**src/shared/fpw_pkg.sv**
```systemverilog
// Package for the four channel PWM core: offsets, fields, reset values
package fpw_pkg;
    localparam logic [7:0] OFF_CLK = 8'h40;
    localparam logic [7:0] OFF_POL = 8'h41;
    localparam logic [7:0] OFF_EN = 8'h42;
    localparam logic [7:0] OFF_PRES = 8'h43;
    localparam logic [7:0] OFF_SCAL0 = 8'h44;
    localparam logic [7:0] OFF_SCNT0 = 8'h45;
    localparam logic [7:0] OFF_SCAL1 = 8'h46;
    localparam logic [7:0] OFF_SCNT1 = 8'h47;
    localparam logic [7:0] OFF_CNT = 8'h48;
    localparam logic [7:0] OFF_PER = 8'h4c;
    localparam logic [7:0] OFF_DTY = 8'h50;
    localparam logic [7:0] OFF_CTL = 8'h54;
    localparam logic [7:0] OFF_DDR = 8'h55;
    localparam logic [7:0] OFF_PORT = 8'h56;
    localparam int POS_CON_HI = 7;
    localparam int POS_CON_LO = 6;
    localparam int POS_PCKA = 3;
    localparam int POS_PCKB = 0;
    localparam int POS_CENTER_ALIGN_SEL = 3;
    localparam logic [7:0] RST_CLK = 8'h00;
    localparam logic [7:0] RST_POL = 8'h00;
    localparam logic [7:0] RST_EN = 8'h00;
    localparam logic [7:0] RST_BYTE = 8'h00;
endpackage

```
**src/fpw_core.sv**
```systemverilog
// Four channel PWM core with APB register slave
//
// Decided for this implementation: the APB register port.
module fpw_core
    import fpw_pkg::*;
(
    // Clock and reset
    input wire logic clock,
    input wire logic arst_n,
    // APB slave
    input wire logic psel,
    input wire logic penable,
    input wire logic pwrite,
    input wire logic [11:0] paddr,
    input wire logic [31:0] pwdata,
    output logic [31:0] prdata,
    output logic pready,
    output logic pslverr,
    // Shared port pins
    input wire logic [3:0] portIn,
    output logic [3:0] portOut,
    output logic [3:0] portOe
);
    typedef struct packed {
        logic [7:0] clkCtl;
        logic [7:0] polSel;
        logic [3:0] chEn;
        logic [6:0] presCnt;
        logic [7:0] scal0;
        logic [7:0] scal1;
        logic [7:0] scnt0;
        logic [7:0] scnt1;
        logic s0;
        logic s1;
        logic [4:0] ctl;
        logic [3:0] ddr;
        logic [3:0] portData;
        logic [3:0][7:0] cnt;
        logic [3:0][7:0] perBuf;
        logic [3:0][7:0] perAct;
        logic [3:0][7:0] dtyBuf;
        logic [3:0][7:0] dtyAct;
        logic [3:0] down;
        logic [3:0] wave;
        logic [3:0] clkPrev;
        logic [3:0] live;
        logic [3:0] inS1;
        logic [3:0] inS2;
        logic [3:0] inS3;
        logic [3:0] inStable;
        logic [31:0] rdata;
    } fpw_state_t;

    fpw_state_t st_reg, st_next;

    // Tick when the low sel bits of the prescaler are all ones: every 2^sel cycles
    function automatic logic presTap(input logic [6:0] pc, input logic [2:0] sel);
        logic t;
        t = 1'b1;
        for (int i = 0; i < 7; i++) begin
            if (i < int'(sel)) begin
                t = t && pc[i];
            end
        end
        return t;
    endfunction

    // Prescaled and scaled clock enables, one cycle pulses
    logic presRun;
    logic tickA, tickB, tickS0, tickS1;
    logic [3:0] chTick;
    logic [3:0] chEdge;
    logic [7:0] wrByte;
    logic wrEn, rdEn;
    logic [7:0] rdByte;
    logic center_align_sel;

    assign wrEn = psel && penable && pwrite;
    assign rdEn = psel && !penable && !pwrite;
    assign wrByte = pwdata[7:0];
    assign center_align_sel = st_reg.ctl[POS_CENTER_ALIGN_SEL];
    assign pready = 1'b1;
    assign pslverr = 1'b0;
    assign prdata = st_reg.rdata;

    always_comb begin
        // Prescaler idles with every channel off, so no ticks then
        presRun = st_reg.chEn != 4'h0;
        tickA = presRun && presTap(st_reg.presCnt, st_reg.clkCtl[POS_PCKA +: 3]);
        tickB = presRun && presTap(st_reg.presCnt, st_reg.clkCtl[POS_PCKB +: 3]);
        tickS0 = tickA && st_reg.scnt0 == 8'h01 && st_reg.s0;
        tickS1 = tickB && st_reg.scnt1 == 8'h01 && st_reg.s1;
        for (int c = 0; c < 4; c++) begin
            if (c < 2) begin
                chTick[c] = st_reg.polSel[4 + c] ? tickS0 : tickA;
            end else begin
                chTick[c] = st_reg.polSel[4 + c] ? tickS1 : tickB;
            end
            // Gate is a synchronous enable, never a gated clock
            chEdge[c] = chTick[c] && st_reg.chEn[c] && st_reg.live[c];
        end
    end

    function automatic logic [7:0] regRead(input fpw_state_t s, input logic [7:0] a);
        logic [7:0] r;
        r = 8'h00;
        unique case (a)
            OFF_CLK: r = s.clkCtl;
            OFF_POL: r = s.polSel;
            OFF_EN: r = {4'h0, s.chEn};
            OFF_PRES: r = {1'b0, s.presCnt};
            OFF_SCAL0: r = s.scal0;
            OFF_SCNT0: r = s.scnt0;
            OFF_SCAL1: r = s.scal1;
            OFF_SCNT1: r = s.scnt1;
            OFF_CTL: r = {3'h0, s.ctl};
            OFF_DDR: r = {4'h0, s.ddr};
            OFF_PORT: r = {4'h0, s.inStable};
            default: begin
                if (a[7:4] == OFF_CNT[7:4] && a[3:2] == 2'b10) begin
                    r = s.cnt[a[1:0]];
                end else if (a[7:4] == OFF_PER[7:4] && a[3:2] == 2'b11) begin
                    r = s.perBuf[a[1:0]];
                end else if (a[7:4] == OFF_DTY[7:4] && a[3:2] == 2'b00) begin
                    r = s.dtyBuf[a[1:0]];
                end
            end
        endcase
        return r;
    endfunction

    always_comb begin
        logic [7:0] a;
        logic [15:0] c16, p16, d16;
        logic top, bot, lat;
        a = 8'h00;
        c16 = 16'h0000;
        p16 = 16'h0000;
        d16 = 16'h0000;
        top = 1'b0;
        bot = 1'b0;
        lat = 1'b0;
        st_next = st_reg;
        rdByte = 8'h00;
        // Register bytes are addressed by byte offset over APB words
        a = paddr[9:2];
        if (rdEn) begin
            rdByte = regRead(st_reg, a);
            st_next.rdata = {24'h0, rdByte};
        end

        // Pin input synchroniser, a change counts once stages 2 and 3 agree
        st_next.inS1 = portIn;
        st_next.inS2 = st_reg.inS1;
        st_next.inS3 = st_reg.inS2;
        for (int b = 0; b < 4; b++) begin
            if (st_reg.inS2[b] == st_reg.inS3[b]) begin
                st_next.inStable[b] = st_reg.inS3[b];
            end
        end

        // Prescaler and scalers
        if (st_reg.chEn != 4'h0) begin
            st_next.presCnt = st_reg.presCnt + 7'd1;
        end
        if (tickA) begin
            // Scale 0 wraps through 8'hff, giving the divide by 256
            if (st_reg.scnt0 == 8'h01) begin
                st_next.scnt0 = st_reg.scal0;
                st_next.s0 = !st_reg.s0;
            end else begin
                st_next.scnt0 = st_reg.scnt0 - 8'h01;
            end
        end
        if (tickB) begin
            if (st_reg.scnt1 == 8'h01) begin
                st_next.scnt1 = st_reg.scal1;
                st_next.s1 = !st_reg.s1;
            end else begin
                st_next.scnt1 = st_reg.scnt1 - 8'h01;
            end
        end

        // Enabled channel joins at its next clock tick
        for (int c = 0; c < 4; c++) begin
            if (!st_reg.chEn[c]) begin
                st_next.live[c] = 1'b0;
            end else if (chTick[c]) begin
                st_next.live[c] = 1'b1;
            end
        end

        // Channel counters, done in pairs for concatenation
        for (int p = 0; p < 2; p++) begin
            int h, l;
            logic cat, go;
            h = 2 * p;
            l = 2 * p + 1;
            cat = st_reg.clkCtl[p == 0 ? POS_CON_LO : POS_CON_HI];
            go = 1'b0;
            for (int k = 0; k < 2; k++) begin
                int c;
                c = h + k;
                if (cat && k == 0) begin
                    continue;
                end
                if (cat) begin
                    c16 = {st_reg.cnt[h], st_reg.cnt[l]};
                    p16 = {st_reg.perAct[h], st_reg.perAct[l]};
                    d16 = {st_reg.dtyAct[h], st_reg.dtyAct[l]};
                    go = chEdge[l];
                end else begin
                    c16 = {8'h00, st_reg.cnt[c]};
                    p16 = {8'h00, st_reg.perAct[c]};
                    d16 = {8'h00, st_reg.dtyAct[c]};
                    go = chEdge[c];
                end
                top = c16 >= p16;
                bot = c16 == 16'h0000;
                lat = 1'b0;
                if (go) begin
                    if (!center_align_sel) begin
                        if (top) begin
                            c16 = 16'h0000;
                            lat = 1'b1;
                        end else begin
                            c16 = c16 + 16'h0001;
                        end
                    end else begin
                        // Count holds one tick at each turn: 2*(period+1) ticks a cycle
                        if (!st_reg.down[c] && top) begin
                            st_next.down[c] = 1'b1;
                        end else if (st_reg.down[c] && bot) begin
                            st_next.down[c] = 1'b0;
                            lat = 1'b1;
                        end else if (st_reg.down[c]) begin
                            c16 = c16 - 16'h0001;
                        end else begin
                            c16 = c16 + 16'h0001;
                        end
                    end
                    // Output level: start at polarity level, flip to the inverse once count passes duty
                    if (d16 >= p16 && d16 != 16'hffff) begin
                        st_next.wave[c] = st_reg.polSel[c];
                    end else if (c16 > d16 || d16 == 16'hffff) begin
                        st_next.wave[c] = !st_reg.polSel[c];
                    end else begin
                        st_next.wave[c] = st_reg.polSel[c];
                    end
                end
                if (cat) begin
                    st_next.cnt[h] = c16[15:8];
                    st_next.cnt[l] = c16[7:0];
                    st_next.wave[h] = st_next.wave[c];
                end else begin
                    st_next.cnt[c] = c16[7:0];
                end
                if (lat) begin
                    st_next.perAct[c] = st_reg.perBuf[c];
                    st_next.dtyAct[c] = st_reg.dtyBuf[c];
                    if (cat) begin
                        st_next.perAct[h] = st_reg.perBuf[h];
                        st_next.dtyAct[h] = st_reg.dtyBuf[h];
                    end
                end
            end
        end
        for (int c = 0; c < 4; c++) begin
            if (!st_reg.chEn[c]) begin
                st_next.perAct[c] = st_reg.perBuf[c];
                st_next.dtyAct[c] = st_reg.dtyBuf[c];
                st_next.down[c] = 1'b0;
            end
        end

        // Register writes take effect at the access edge
        if (wrEn) begin
            if (a == OFF_CLK) st_next.clkCtl = wrByte;
            if (a == OFF_POL) st_next.polSel = wrByte;
            if (a == OFF_EN) st_next.chEn = wrByte[3:0];
            if (a == OFF_SCAL0) begin
                st_next.scal0 = wrByte;
                st_next.scnt0 = wrByte;
            end
            if (a == OFF_SCAL1) begin
                st_next.scal1 = wrByte;
                st_next.scnt1 = wrByte;
            end
            if (a == OFF_CTL) st_next.ctl = wrByte[4:0];
            if (a == OFF_DDR) st_next.ddr = wrByte[3:0];
            if (a == OFF_PORT) st_next.portData = wrByte[3:0];
            if (a[7:2] == OFF_PER[7:2]) begin
                st_next.perBuf[a[1:0]] = wrByte;
                if (!st_reg.chEn[a[1:0]]) st_next.perAct[a[1:0]] = wrByte;
            end
            if (a[7:2] == OFF_DTY[7:2]) begin
                st_next.dtyBuf[a[1:0]] = wrByte;
                if (!st_reg.chEn[a[1:0]]) st_next.dtyAct[a[1:0]] = wrByte;
            end
            if (a[7:2] == OFF_CNT[7:2]) begin
                st_next.cnt[a[1:0]] = 8'h00;
                st_next.down[a[1:0]] = 1'b0;
                st_next.perAct[a[1:0]] = st_reg.perBuf[a[1:0]];
                st_next.dtyAct[a[1:0]] = st_reg.dtyBuf[a[1:0]];
            end
        end
    end

    // Pin mux: an enabled channel owns its pin; concatenated low byte pin stays port
    always_comb begin
        logic [3:0] owns;
        owns = st_reg.chEn & st_reg.live;
        if (st_reg.clkCtl[POS_CON_LO]) owns[1] = 1'b0;
        if (st_reg.clkCtl[POS_CON_HI]) owns[3] = 1'b0;
        if (st_reg.clkCtl[POS_CON_LO]) owns[0] = st_reg.chEn[1] && st_reg.live[1];
        if (st_reg.clkCtl[POS_CON_HI]) owns[2] = st_reg.chEn[3] && st_reg.live[3];
        for (int b = 0; b < 4; b++) begin
            portOut[b] = owns[b] ? st_reg.wave[b] : st_reg.portData[b];
            portOe[b] = st_reg.chEn[b] || st_reg.ddr[b];
        end
    end

    always_ff @(posedge clock or negedge arst_n) begin
        if (!arst_n) begin
            st_reg <= '0;
        end else begin
            st_reg <= st_next;
        end
    end
endmodule

```
**config.mk**
```make
export PLATFORM = sky130hd
export DESIGN_NAME = fpw_core
export DESIGN_NICKNAME = d
export VERILOG_FILES = /design/src/shared/fpw_pkg.sv /design/src/fpw_core.sv
export SDC_FILE = /design/constraint.sdc
export NUM_CORES = 1
export LEC_CHECK = 0
export BUFFER_PORTS_ARGS = -buffer_cell sky130_fd_sc_hd__buf_2
export CAP_MARGIN = 30
export CORE_MARGIN = 2
export CORE_UTILIZATION = 40
export CTS_CLUSTER_DIAMETER = 50
export DETAILED_ROUTE_END_ITERATION = 16
export SYNTH_ARGS = -nofsm -noshare
export SYNTH_HDL_FRONTEND = slang
export SYNTH_SLANG_ARGS = --single-unit
```
**constraint.sdc**
```tcl
create_clock -name clock -period 5.95 [get_ports clock]
set_clock_uncertainty 0.2 [all_clocks]
set_input_delay 0.2975 -clock clock [delete_from_list [all_inputs] [get_ports clock]]
set_output_delay 0.2975 -clock clock [all_outputs]
set_load 0.02 [all_outputs]
```
=== Word level (Yosys, flattened, before mapping) ===
Cells that the tools add are included.

* Flip-flop bits (word level): 270
* Input port bits: 53
* Output and inout port bits: 42
* Logic and storage cells: 438

* Add/subtract/negate cells: 11
* Order comparisons: 28
* Equality and inequality tests: 40
* Multiplexer cells: 215
* Bitwise logic cells: 5
* Reduce and logical (&&, ||, !) cells: 90

{| class="wikitable"
|+ Operator list
! operator !! count
|-
| $mux 16 || 51
|-
| $mux 8 || 39
|-
| $mux 64 || 4
|-
| $bwmux 32 || 6
|-
| $mux 164 || 1
|-
| $ge 16x16->1 || 8
|-
| $mux 32 || 4
|-
| $mux 1 || 102
|-
| $eq 8x7->1 const B || 11
|-
| $pmux 8 s11 || 1
|-
| $add 16x1->16 const B || 4
|-
| $eq 16x16->1 const B || 4
|-
| $gt 16x16->1 || 4
|-
| $logic_not 16->1 || 4
|-
| $ne 16x16->1 const B || 4
|-
| $sub 16x1->16 const B || 4
|-
| $bmux 8 s2 || 3
|-
| $logic_and 1x1->1 || 48
|-
| $mux 36 || 1
|-
| $and 32x32->32 || 1
|-
| $not 32->32 || 1
|-
| $reduce_and 2->1 || 14
|-
| $eq 6x5->1 const B || 3
|-
| $lt 3x3->1 const A || 6
|-
| 22 further kinds || 61
|}

=== Depth between registers and ports, before layout ===
Gate-level depths: netlist of run 1.

* Depth after elaboration: 36
* Depth in mapped cells: 29
* Depth with buffers taken out: 22

=== Least setup slack after synthesis of run 1 ===
No wires, ideal clock.

* Kind: flip-flop to flip-flop
* Start point: register st_reg[297] (netlist bit)
* End point: register st_reg[58] (netlist bit)
* Library setup time: 0.120 ns
* Arrival: 6.028 ns
* Data required time: 5.630 ns
* Path slack: -0.398 ns
* Stages on the path, launching flop included: 28
* Path buffers: 7
* Period minus slack after synthesis: 6.348 ns
* Path through: dfrtp_1 -> buf_6 -> buf_2 -> buf_2 -> buf_1 -> buf_1 -> clkbuf_1 -> clkbuf_1 -> nand2_1 -> ha_1 -> a21o_1 -> a21oi_1 -> o221ai_1 -> a311o_1 -> a21boi_1 -> o21ai_0 -> xnor2_1 -> nand2_1 -> o21ai_0 -> ha_1 -> and3_1 -> a221oi_1 -> a21boi_0 -> o21a_1 -> o311a_1 -> nor3_1 -> a21oi_1 -> o211a_1

* Word-level cells in the longest chain between the ends: 16
* Elaborated cells on any way between the ends: 60
* Those cells by class: add/sub (4); order compare (6); eq/ne (5); mux (33); reduce/logical (12)

{| class="wikitable"
|+ RTL lines
! item !! line !! text
|-
| from (decl) || fpw_core.sv:54 || <nowiki>fpw_state_t st_reg, st_next;</nowiki>
|-
| from (signal assigned) || fpw_core.sv:327 || <nowiki>st_reg <= st_next;</nowiki>
|-
| $mux 16 (2 in series) || fpw_core.sv:207 || <nowiki>if (cat) begin</nowiki>
|-
| $add 16x1->16 (tied with other cells) || fpw_core.sv:227, fpw_core.sv:239 ||
|-
| $mux 16 / $logic_and 1x1->1 (equally long branches) || fpw_core.sv:236, fpw_core.sv:233 ||
|-
| $mux 16 || fpw_core.sv:233 || <nowiki>end else if (st_reg.down[c] && bot) begin</nowiki>
|-
| $mux 16 || fpw_core.sv:231 || <nowiki>if (!st_reg.down[c] && top) begin</nowiki>
|-
| $mux 16 || fpw_core.sv:222 || <nowiki>if (!center_align_sel) begin</nowiki>
|-
| $mux 16 || fpw_core.sv:221 || <nowiki>if (go) begin</nowiki>
|-
| $mux 16 || fpw_core.sv:207 ||
|-
| $gt 16x16->1 || fpw_core.sv:245 || <nowiki>end else if (c16 > d16 || d16 == 16'hffff) begin</nowiki>
|-
| $logic_or 1x1->1 || fpw_core.sv:245 ||
|-
| $mux 1 || fpw_core.sv:245 ||
|-
| $mux 1 || fpw_core.sv:243 || <nowiki>if (d16 >= p16 && d16 != 16'hffff) begin</nowiki>
|-
| $mux 1 || fpw_core.sv:221 ||
|-
| $mux 1 || fpw_core.sv:207 ||
|-
| $mux 1 || fpw_core.sv:251 || <nowiki>if (cat) begin</nowiki>
|}

Parallel ways exist; a longest one is shown, timed or not. The select of a mux whose other input is x is not followed.
A chain may end at the register's enable or synchronous reset.

==> reports/metrics.cfg, run 1 <==
[clock_tree]
cts_buffer_depth=3
htree_levels=2
cts_buffers=39
cts-root-buf=clkbuf_16
numClockSinks=270
insertion_delay_ns=0.58
cts_tree=yes
clkTransAtPathRegs_ns=0.06

[final_layout]
largest_reg_flops=253
fin_nets=3020
fin_cells=3578
syn2layout_area_growth_pct=14.8
fillers=5546
antennaDiodeCount=0
layout-drive-gt1-share_pct=17.6

[setup_path]
r2r-end=st_reg[56]$_DFFE_PN0P_
cp.required_ns=6.21
r2r_cells=23
slowest_stage=dfrtp_4
rr_startpoint=st_reg[296]$_DFFE_PN0P_
start_kind=flop
critPathKind=flop to flop
end_kind=flop
crit_chain=buf_4 > and2_1 > ha_1 > nand4_1 > nor4_2 > a32oi_1 > buf_4 > a31oi_2 > nor2_1 > xor2_1 > nand2_1 > o31ai_1 > ha_1 > o21a_1 > o31ai_1 > a21oi_1 > buf_4 > a41o_1 > a2111oi_2 > o31ai_1 > xor2_1 > mux2_2 > a221o_1
cp-startpoint=st_reg[296]$_DFFE_PN0P_
ff2ff_setup_slack_ns=0.25
crit_end=st_reg[56]$_DFFE_PN0P_
crit_arrival_ns=5.96
cp_max_fo=16
cp_slowest_stage_delay_ns=0.61

[synthesis]
synth.top_cell.area_share_pct=29.7
yosysMostFrequentCell=nand2_1
synth_commonest_cells=nand2_1 (342), dfrtp_1 (270), nor2_1 (176), ha_1 (175), o21ai_0 (168)
synth.avg_cell_area_um2=8.52
yosys.area.top_type=dfrtp_1
synth_area_leaders=dfrtp_1 (30%), ha_1 (9.6%), nand2_1 (5.6%)
async_flop_share_pct=100
synthFlopType=dfrtp_1
synth_edf_count=0
ys_ff_latch=270
syn_inst=2672
yosysSeqAreaShare_pct=29.7
yosysUniqueCellTypes=102
ys_warn_count=0
synthesis.area_mm2=0.0228

[floorplan]
die_height_um=243
row_count=87
die_area_mm2=0.0589
initial_utilization_pct=40.4
core_mm2=0.0564
io_pins=95
die_w_um=243

[worst_hold_path]
min_path_type=input port to flop

[drt]
drc=0
drt-initial-drc-count=2148
drt_pass1_iterations=6
routedWlPerCell_um=25.1
drt_wl_total_um=89700
via_per_inst=6.33
via_count=22700
antenna_left=0

[placed_design]
gp_congestion=0.995
dpl.cell_count=3499
portBuffers=40
place_hpwl_um=68000
pre_cts_slack_ns=0.0763

[global_route]
grt_antenna_before_repair=2
grt_pass1_wl_um=134000
grt_usage_pct=29.6
overflow=0
grt_max_degree=115
first_global_vias=21500

[sta]
slew_headroom_pct=22.0
clock.fmax_mhz=176
fin_ws_ns=0.253
hold_ws_ns=0.0308
tns_ns=0
hold_violations=0
finalCritPeriodShare_pct=95.7
finalMaxSlewViolations=0
finalSetupViolCount=0
tightest_slew_ns=1.16
grt_setup_unrepaired=no
finalCriticalPeriod_ns=5.70

[power_and_ir_drop]
p_leak_nw=11.9
irDropWorstVdd_uv=257
powerDensity_mw_per_mm2=208

[job]
maxCapViolCount=0

[run_status]
outcome=finished clean

## area by class of cell
type | count | area [um^2] | share of cell area (%)
tap | 756 | 946 | 3.62
timing repair buffer | 247 | 1850 | 7.09
sequential | 270 | 6770 | 25.9
clock inverter | 20 | 221 | 0.847
clock buffer | 51 | 1110 | 4.25
inverter | 135 | 507 | 1.94
multi-input combinational | 2099 | 14700 | 56.4
## where the power goes
group	internal [mW]	leakage (nW)	switching [mW]
clock network	1.40	0.631	0.997
registers	1.93	3.59	0.180
logic	0.371	7.67	0.558
## how the worst min path moves through the flow
stage                          start                           end  slack [ns]  depth (start not counted)
2_1_floorplan                 arst_n  center_align_sel$_DFFE_PN0P_       -0.20                          0
6_report                   pwdata[6]         st_reg[253]$_DFF_PN0_        0.03                          3
4_1_cts                    pwdata[6]         st_reg[253]$_DFF_PN0_        0.01                          3
3_5_place_dp   st_next[40]$_DFF_PN0_         st_next[36]$_DFF_PN0_        0.14                          0
3_3_place_gp   st_next[42]$_DFF_PN0_         st_next[38]$_DFF_PN0_        0.13                          0
5_1_grt                     paddr[4]         st_reg[156]$_DFF_PN0_        0.06                          2
## logic make-up (layout without fill, tap and decap cells)
group	count (synthesis)	after routing	share of synthesized area (%)
other	2	26	0.0330
xor gates and xnor gates	83	83	3.19
adders and majority gates	179	179	9.79
and+or+nand+nor	857	857	17.5
DFF	270	270	29.7
muxes	229	229	12.0
AOI/OAI and AO/OA	725	725	21.6
buffers and inverters	327	453	6.26
## critical path: cells and delay by family (launching register included)
family | cells | cell delay [ns]
compound gates | 10 | 2.12
simple gates | 5 | 0.82
fa+ha+maj | 2 | 0.68
flops | 1 | 0.61
buf+inv | 3 | 0.57
mux | 1 | 0.29
xor+xnor | 2 | 0.27
## layout by cell type, fill, tap and decap left out, drive strengths merged, types with 22 or more instances in the layout
| cell type | n |
|---|---|
| buf | 239 |
| nand2 | 344 |
| xnor2 | 65 |
| a22oi | 32 |
| nand3 | 83 |
| o21ai | 175 |
| dfrtp | 270 |
| o22ai | 63 |
| clkbuf | 52 |
| a221oi | 29 |
| conb | 26 |
| mux2 | 101 |
| and3 | 28 |
| mux4 | 24 |
| inv | 138 |
| nor3 | 63 |
| nand4 | 45 |
| or3 | 26 |
| a211oi | 25 |
| a31oi | 42 |
| a21oi | 138 |
| mux2i | 104 |
| nor2 | 176 |
| ha | 175 |
| o221ai | 22 |
## metrics by stage
stage / instance area, um^2 / util [%] / power (mW)
CTS: 26100 / 46.3 / 5.44
global route: 26200 / 46.4 / 5.63
detailed placement: 24700 / 43.8 / 3.04
floorplan: 22900 / - / 2.68
finish: 26200 / 46.4 / 5.44
global placement: 24700 / 43.8 / 3.03
## repair_timing
item,CTS,global route
gates resized for setup,0,8
hold endpoints to repair,116,0
setup buffers,0,1
hold buffers,7,0
endpoints found under the setup margin,0,4
## routing by layer
metal | part of all wire [%] | track usage [%] | up-vias
met5 | 0.014 | 0 | -
met4 | 5.9 | 15.7 | 2
met3 | 9.2 | 5.57 | 297
met2 | 44 | 46.1 | 1250
met1 | 41 | 39.1 | 11000
li1 | - | - | 10100
No activity file was read; power rests on OpenSTA's default activity.
==> inputs of run 2 (changes only) <==
Settings changed: CELL_PAD_IN_SITES_DETAIL_PLACEMENT set to 1, CELL_PAD_IN_SITES_GLOBAL_PLACEMENT set to 2, CORE_UTILIZATION 40 to 36, CTS_BUF_LIST set to sky130_fd_sc_hd__clkbuf_16, PLACE_DENSITY_LB_ADDON set to 0.1.
==> reports/metrics.cfg, run 2 (synthesis gave the netlist of run 1 again) <==
[job]
maxCapViolCount=0

[drt]
drt-initial-drc-count=1521
drt_wl_total_um=102000
drc=0
via_count=22400
via_per_inst=6.13
routedWlPerCell_um=28.0
drt_pass1_iterations=5
antenna_left=0

[setup_path]
crit_end=st_reg[56]$_DFFE_PN0P_
cp-startpoint=st_reg[296]$_DFFE_PN0P_
rr_startpoint=st_reg[296]$_DFFE_PN0P_
r2r-end=st_reg[56]$_DFFE_PN0P_
cp.required_ns=6.26
end_kind=flop
r2r_cells=20
critPathKind=flop to flop
crit_arrival_ns=6.10
ff2ff_setup_slack_ns=0.16
start_kind=flop
cp_max_fo=14

[floorplan]
initial_utilization_pct=36.2
die_height_um=256
die_w_um=256
io_pins=95
core_mm2=0.0629
die_area_mm2=0.0653
row_count=92

[power_and_ir_drop]
p_leak_nw=11.9
irDropWorstVdd_uv=215
powerDensity_mw_per_mm2=227

[final_layout]
layout-drive-gt1-share_pct=17.0
finalInstanceArea_mm2=0.0263
fin_cells=3650
final_common_cell=nand2_1
fin_nets=2992
antennaDiodeCount=0
largest_reg_flops=253
layout_common_cells=nand2_1 (342), dfrtp_1 (267), nor2_1 (175), ha_1 (175), o21ai_0 (167)
syn2layout_area_growth_pct=15.7

[sta]
fin_ws_ns=0.160
finalCriticalPeriod_ns=5.79
clock.fmax_mhz=173
slew_headroom_pct=25.7
finalCritPeriodShare_pct=97.3
tightest_slew_ns=1.10
finalSetupViolCount=0
finalMaxSlewViolations=0
hold_violations=0

[clock_tree]
cts_buffer_depth=3
cts-root-buf=clkbuf_16
htree_levels=2
cts_buffers=48
insertion_delay_ns=0.62
numClockSinks=270
cts_tree=yes
clkTransAtPathRegs_ns=0.06

[placed_design]
gp_congestion=0.939
placed_cell_area_mm2=0.0245
place_hpwl_um=78300
pre_cts_slack_ns=-0.0280
portBuffers=40
dpl.cell_count=3549

[global_route]
grt_pass1_wl_um=152000
grt_max_degree=140
grt_antenna_before_repair=1
overflow=0
first_global_vias=23300
grt_usage_pct=30.8

[worst_hold_path]
min_path_type=input port to async pin

[run_status]
outcome=finished clean

-- run 2: cell count changes in the layout (fill, tap and decap cells not counted), sizes merged --
cell	delta
bufinv	+5
clkinvlp	-1
clkbuf	-4
inv	+9
clkinv	+9
buf	-36
-- run 2: worst min-delay path by stage --
stage,from,endpoint,slack [ns],cells past startpoint
2_1_floorplan,arst_n,center_align_sel$_DFFE_PN0P_,-0.20,0
3_3_place_gp,arst_n,st_reg[257]$_DFFE_PN0P_,0.09,1
3_5_place_dp,arst_n,st_reg[241]$_DFF_PN0_,0.08,1
4_1_cts,paddr[4],st_reg[156]$_DFF_PN0_,0.01,2
5_1_grt,arst_n,st_reg[241]$_DFF_PN0_,0.06,2
6_report,arst_n,st_reg[241]$_DFF_PN0_,0.02,2
-- run 2: power breakdown --
| group | total (mW) | internal (mW) | switching [mW] | leakage [nW] |
|---|---|---|---|---|
| sequential | 2.13 | 1.93 | 0.195 | 3.59 |
| clock | 2.91 | 1.78 | 1.14 | 0.815 |
| combinational | 0.936 | 0.350 | 0.586 | 7.51 |
| total | 5.98 | 4.06 | 1.92 | 11.9 |
-- run 2: stage by stage --
stage | total power, mW | setup TNS [ns] | hold WS, ns | util [%]
after global placement | 3.04 | 0 | 0.0865 | 38.9
after CTS | 6.01 | 0 | 0.0139 | 41.8
final | 5.98 | 0 | 0.0236 | 41.9
after floorplan | 2.68 | -0.0153 | -0.198 | -
after detailed placement | 3.07 | -0.0280 | 0.0817 | 39.0
after global routing | 6.20 | -0.0110 | 0.0607 | 41.9
-- run 2: layout make-up --
class,instances,area [um^2]
repair buffers,210,1580
well taps,846,1060
clock inverters,42,475
fillers,7361,36500
flip-flops and latches,270,6770
clock buffers,48,1200
multi-input cells,2099,14800
inverters,135,507
-- run 2: timing repair --
action | 4_1_cts | 5_1_grt
gates resized for setup | 1 | 14
pin swaps | 0 | 3
hold buffers | 7 | 0
endpoints found under the setup margin | 1 | 4
setup buffers | 0 | 4
hold endpoints to repair | 77 | 0
-- run 2: critical path: stages, from the launching register on --
cell and delay [ns]:
dfrtp_4 0.57, buf_8 0.23, buf_4 0.23, mux2i_1 0.35, inv_1 0.14, ha_1 0.30
a2111oi_0 0.07, or4b_2 0.66, a41o_1 0.32, buf_4 0.22, nand2_1 0.11, xnor2_1 0.12
o21ai_0 0.19, ha_1 0.28, a2111oi_0 0.46, o211ai_1 0.19, a221o_1 0.35, o2111ai_1 0.11
nand2_1 0.12, xor2_1 0.15, a221o_1 0.29
-- run 2: per-layer routing --
layer / vias up / global-route usage [%] / wire, um
li1: 10000 / - / -
met1: 11400 / 41.5 / 45300
met2: 713 / 49.4 / 46900
met3: 196 / 4.73 / 5910
met4: 2 / 12.2 / 4210
met5: - / 0 / 9
==> inputs of run 3 (changes only) <==
Settings changed: REMOVE_ABC_BUFFERS set to 1.
==> reports/metrics.cfg, run 3 (synthesis gave the netlist of run 1 again) <==
[clock_tree]
numClockSinks=270
cts_buffer_depth=3
insertion_delay_ns=0.61
cts_tree=yes
clkTransAtPathRegs_ns=0.05
cts-root-buf=clkbuf_16
cts_buffers=49
htree_levels=2

[floorplan]
initial_utilization_pct=36.2
die_w_um=256
core_mm2=0.0629
die_height_um=256
row_count=92
io_pins=95
die_area_mm2=0.0653

[worst_hold_path]
hold_path_depth=3
min_path_type=input port to flop
worstHoldStart=pwdata[7]

[global_route]
grt_max_degree=144
grt_pass1_wl_um=154000
grt_usage_pct=30.9
first_global_vias=23200
grt_antenna_before_repair=2
overflow=0

[setup_path]
cp_num_cells=21
path_buf_inv=3
rr_startpoint=st_reg[297]$_DFFE_PN0P_
start_kind=flop
end_kind=flop
cp-startpoint=st_reg[297]$_DFFE_PN0P_
cp_slowest_stage_delay_ns=0.57
cp_max_fo=15
critPathKind=flop to flop
r2r_cells=21
cp.required_ns=6.23
slowest_stage=dfrtp_4
path_delay_family=compound AO/OA/AOI/OAI gates
critical_path.most_common_cell=a21oi_1
crit_chain=buf_4 > nand2_1 > inv_1 > ha_1 > a21o_1 > a21oi_1 > o221ai_1 > a311o_1 > buf_4 > o32ai_1 > nor2_1 > a21oi_1 > ha_1 > and3_1 > a221oi_1 > a21boi_0 > o21a_1 > o311a_1 > nor3_1 > a21oi_1 > o211a_1
crit_arrival_ns=5.98

[final_layout]
layout-drive-gt1-share_pct=17.0
largest_reg_flops=253
final_common_cell=nand2_1
fillers=7426
layout_common_cells=nand2_1 (342), dfrtp_1 (267), nor2_1 (175), ha_1 (175), o21ai_0 (165)
fin_nets=2988
syn2layout_area_growth_pct=15.4
fin_cells=3645
antennaDiodeCount=0

[drt]
drc=0
routedWlPerCell_um=28.2
drt-initial-drc-count=1882
via_count=22600
via_per_inst=6.19
drt_wl_total_um=103000
drt_pass1_iterations=5
antenna_left=0

[sta]
hold_violations=0
tightest_slew_ns=1.07
hold_ws_ns=0.0337
finalCriticalPeriod_ns=5.70
finalMaxSlewViolations=0
finalCritPeriodShare_pct=95.8
slew_headroom_pct=28.0
finalSetupViolCount=0
tns_ns=0
clock.fmax_mhz=175
grt_setup_unrepaired=no

[placed_design]
portBuffers=40
place_hpwl_um=79600
gp_congestion=0.924
dpl.cell_count=3546

[power_and_ir_drop]
p_leak_nw=11.9
irDropWorstVdd_uv=256
powerDensity_mw_per_mm2=228

[job]
maxCapViolCount=0

[run_status]
outcome=finished clean

[run 3: worst paths after layout]
check / slack (ns) / end
max reg2reg: 0.25 / st_reg[58]$_DFFE_PN0P_
min reg2reg: 0.14 / st_next[38]$_DFF_PN0_
min in group asynchronous: 0.08 / st_reg[60]$_DFF_PN0_
min: 0.03 / st_reg[262]$_DFFE_PN0P_
max in group asynchronous: 4.05 / st_reg[297]$_DFFE_PN0P_
max: 0.25 / st_reg[58]$_DFFE_PN0P_
[run 3: report_power, final]
part / total (mW) / internal [mW] / leakage [nW] / switching, mW
Combinational: 0.920 / 0.345 / 7.47 / 0.576
Clock: 2.93 / 1.80 / 0.809 / 1.13
Sequential: 2.13 / 1.93 / 3.59 / 0.197
Total: 5.98 / 4.08 / 11.9 / 1.90
[run 3: layout make-up]
cell class | count | area [um^2] | share of cell area, %
clock buffer | 49 | 1230 | 4.67
multi-input combinational | 2099 | 14800 | 56.2
timing repair buffer | 205 | 1500 | 5.70
inverter | 135 | 507 | 1.93
clock inverter | 41 | 463 | 1.76
sequential | 270 | 6770 | 25.7
tap | 846 | 1060 | 4.03
[run 3: repair_timing]
action	CTS	global route
hold buffers	6	0
hold endpoints to repair	76	0
endpoints found under the setup margin	0	4
gates resized for setup	0	18
buffers inserted	0	3
[run 3: stage by stage]
| stage | util, % | total power [mW] | instance area, um^2 | setup slack (ns) |
|---|---|---|---|---|
| final | 41.8 | 5.98 | 26300 | 0.247 |
| after global routing | 41.8 | 6.22 | 26300 | 0.00435 |
| after CTS | 41.7 | 6.00 | 26200 | 0.0662 |
| after detailed placement | 38.9 | 3.06 | 24400 | 0.124 |
| after global placement | 38.8 | 3.03 | 24400 | 0.173 |
| after floorplan | - | 2.61 | 21900 | -0.518 |
[run 3: metal layers]
metal	global-route usage [%]	part of all wire, %	wire length, um	vias to the layer above
li1	-	-	-	10100
met1	41.9	44	45300	11500
met2	50.2	46	47300	808
met3	4.68	6.1	6240	201
met4	10.9	3.9	4040	2
met5	0	0.0097	10	-
[run 3: worst min-delay path, stage by stage]
cell     delay, ns
buf_2         0.28
nand2_1       0.16
nand2_1       0.05
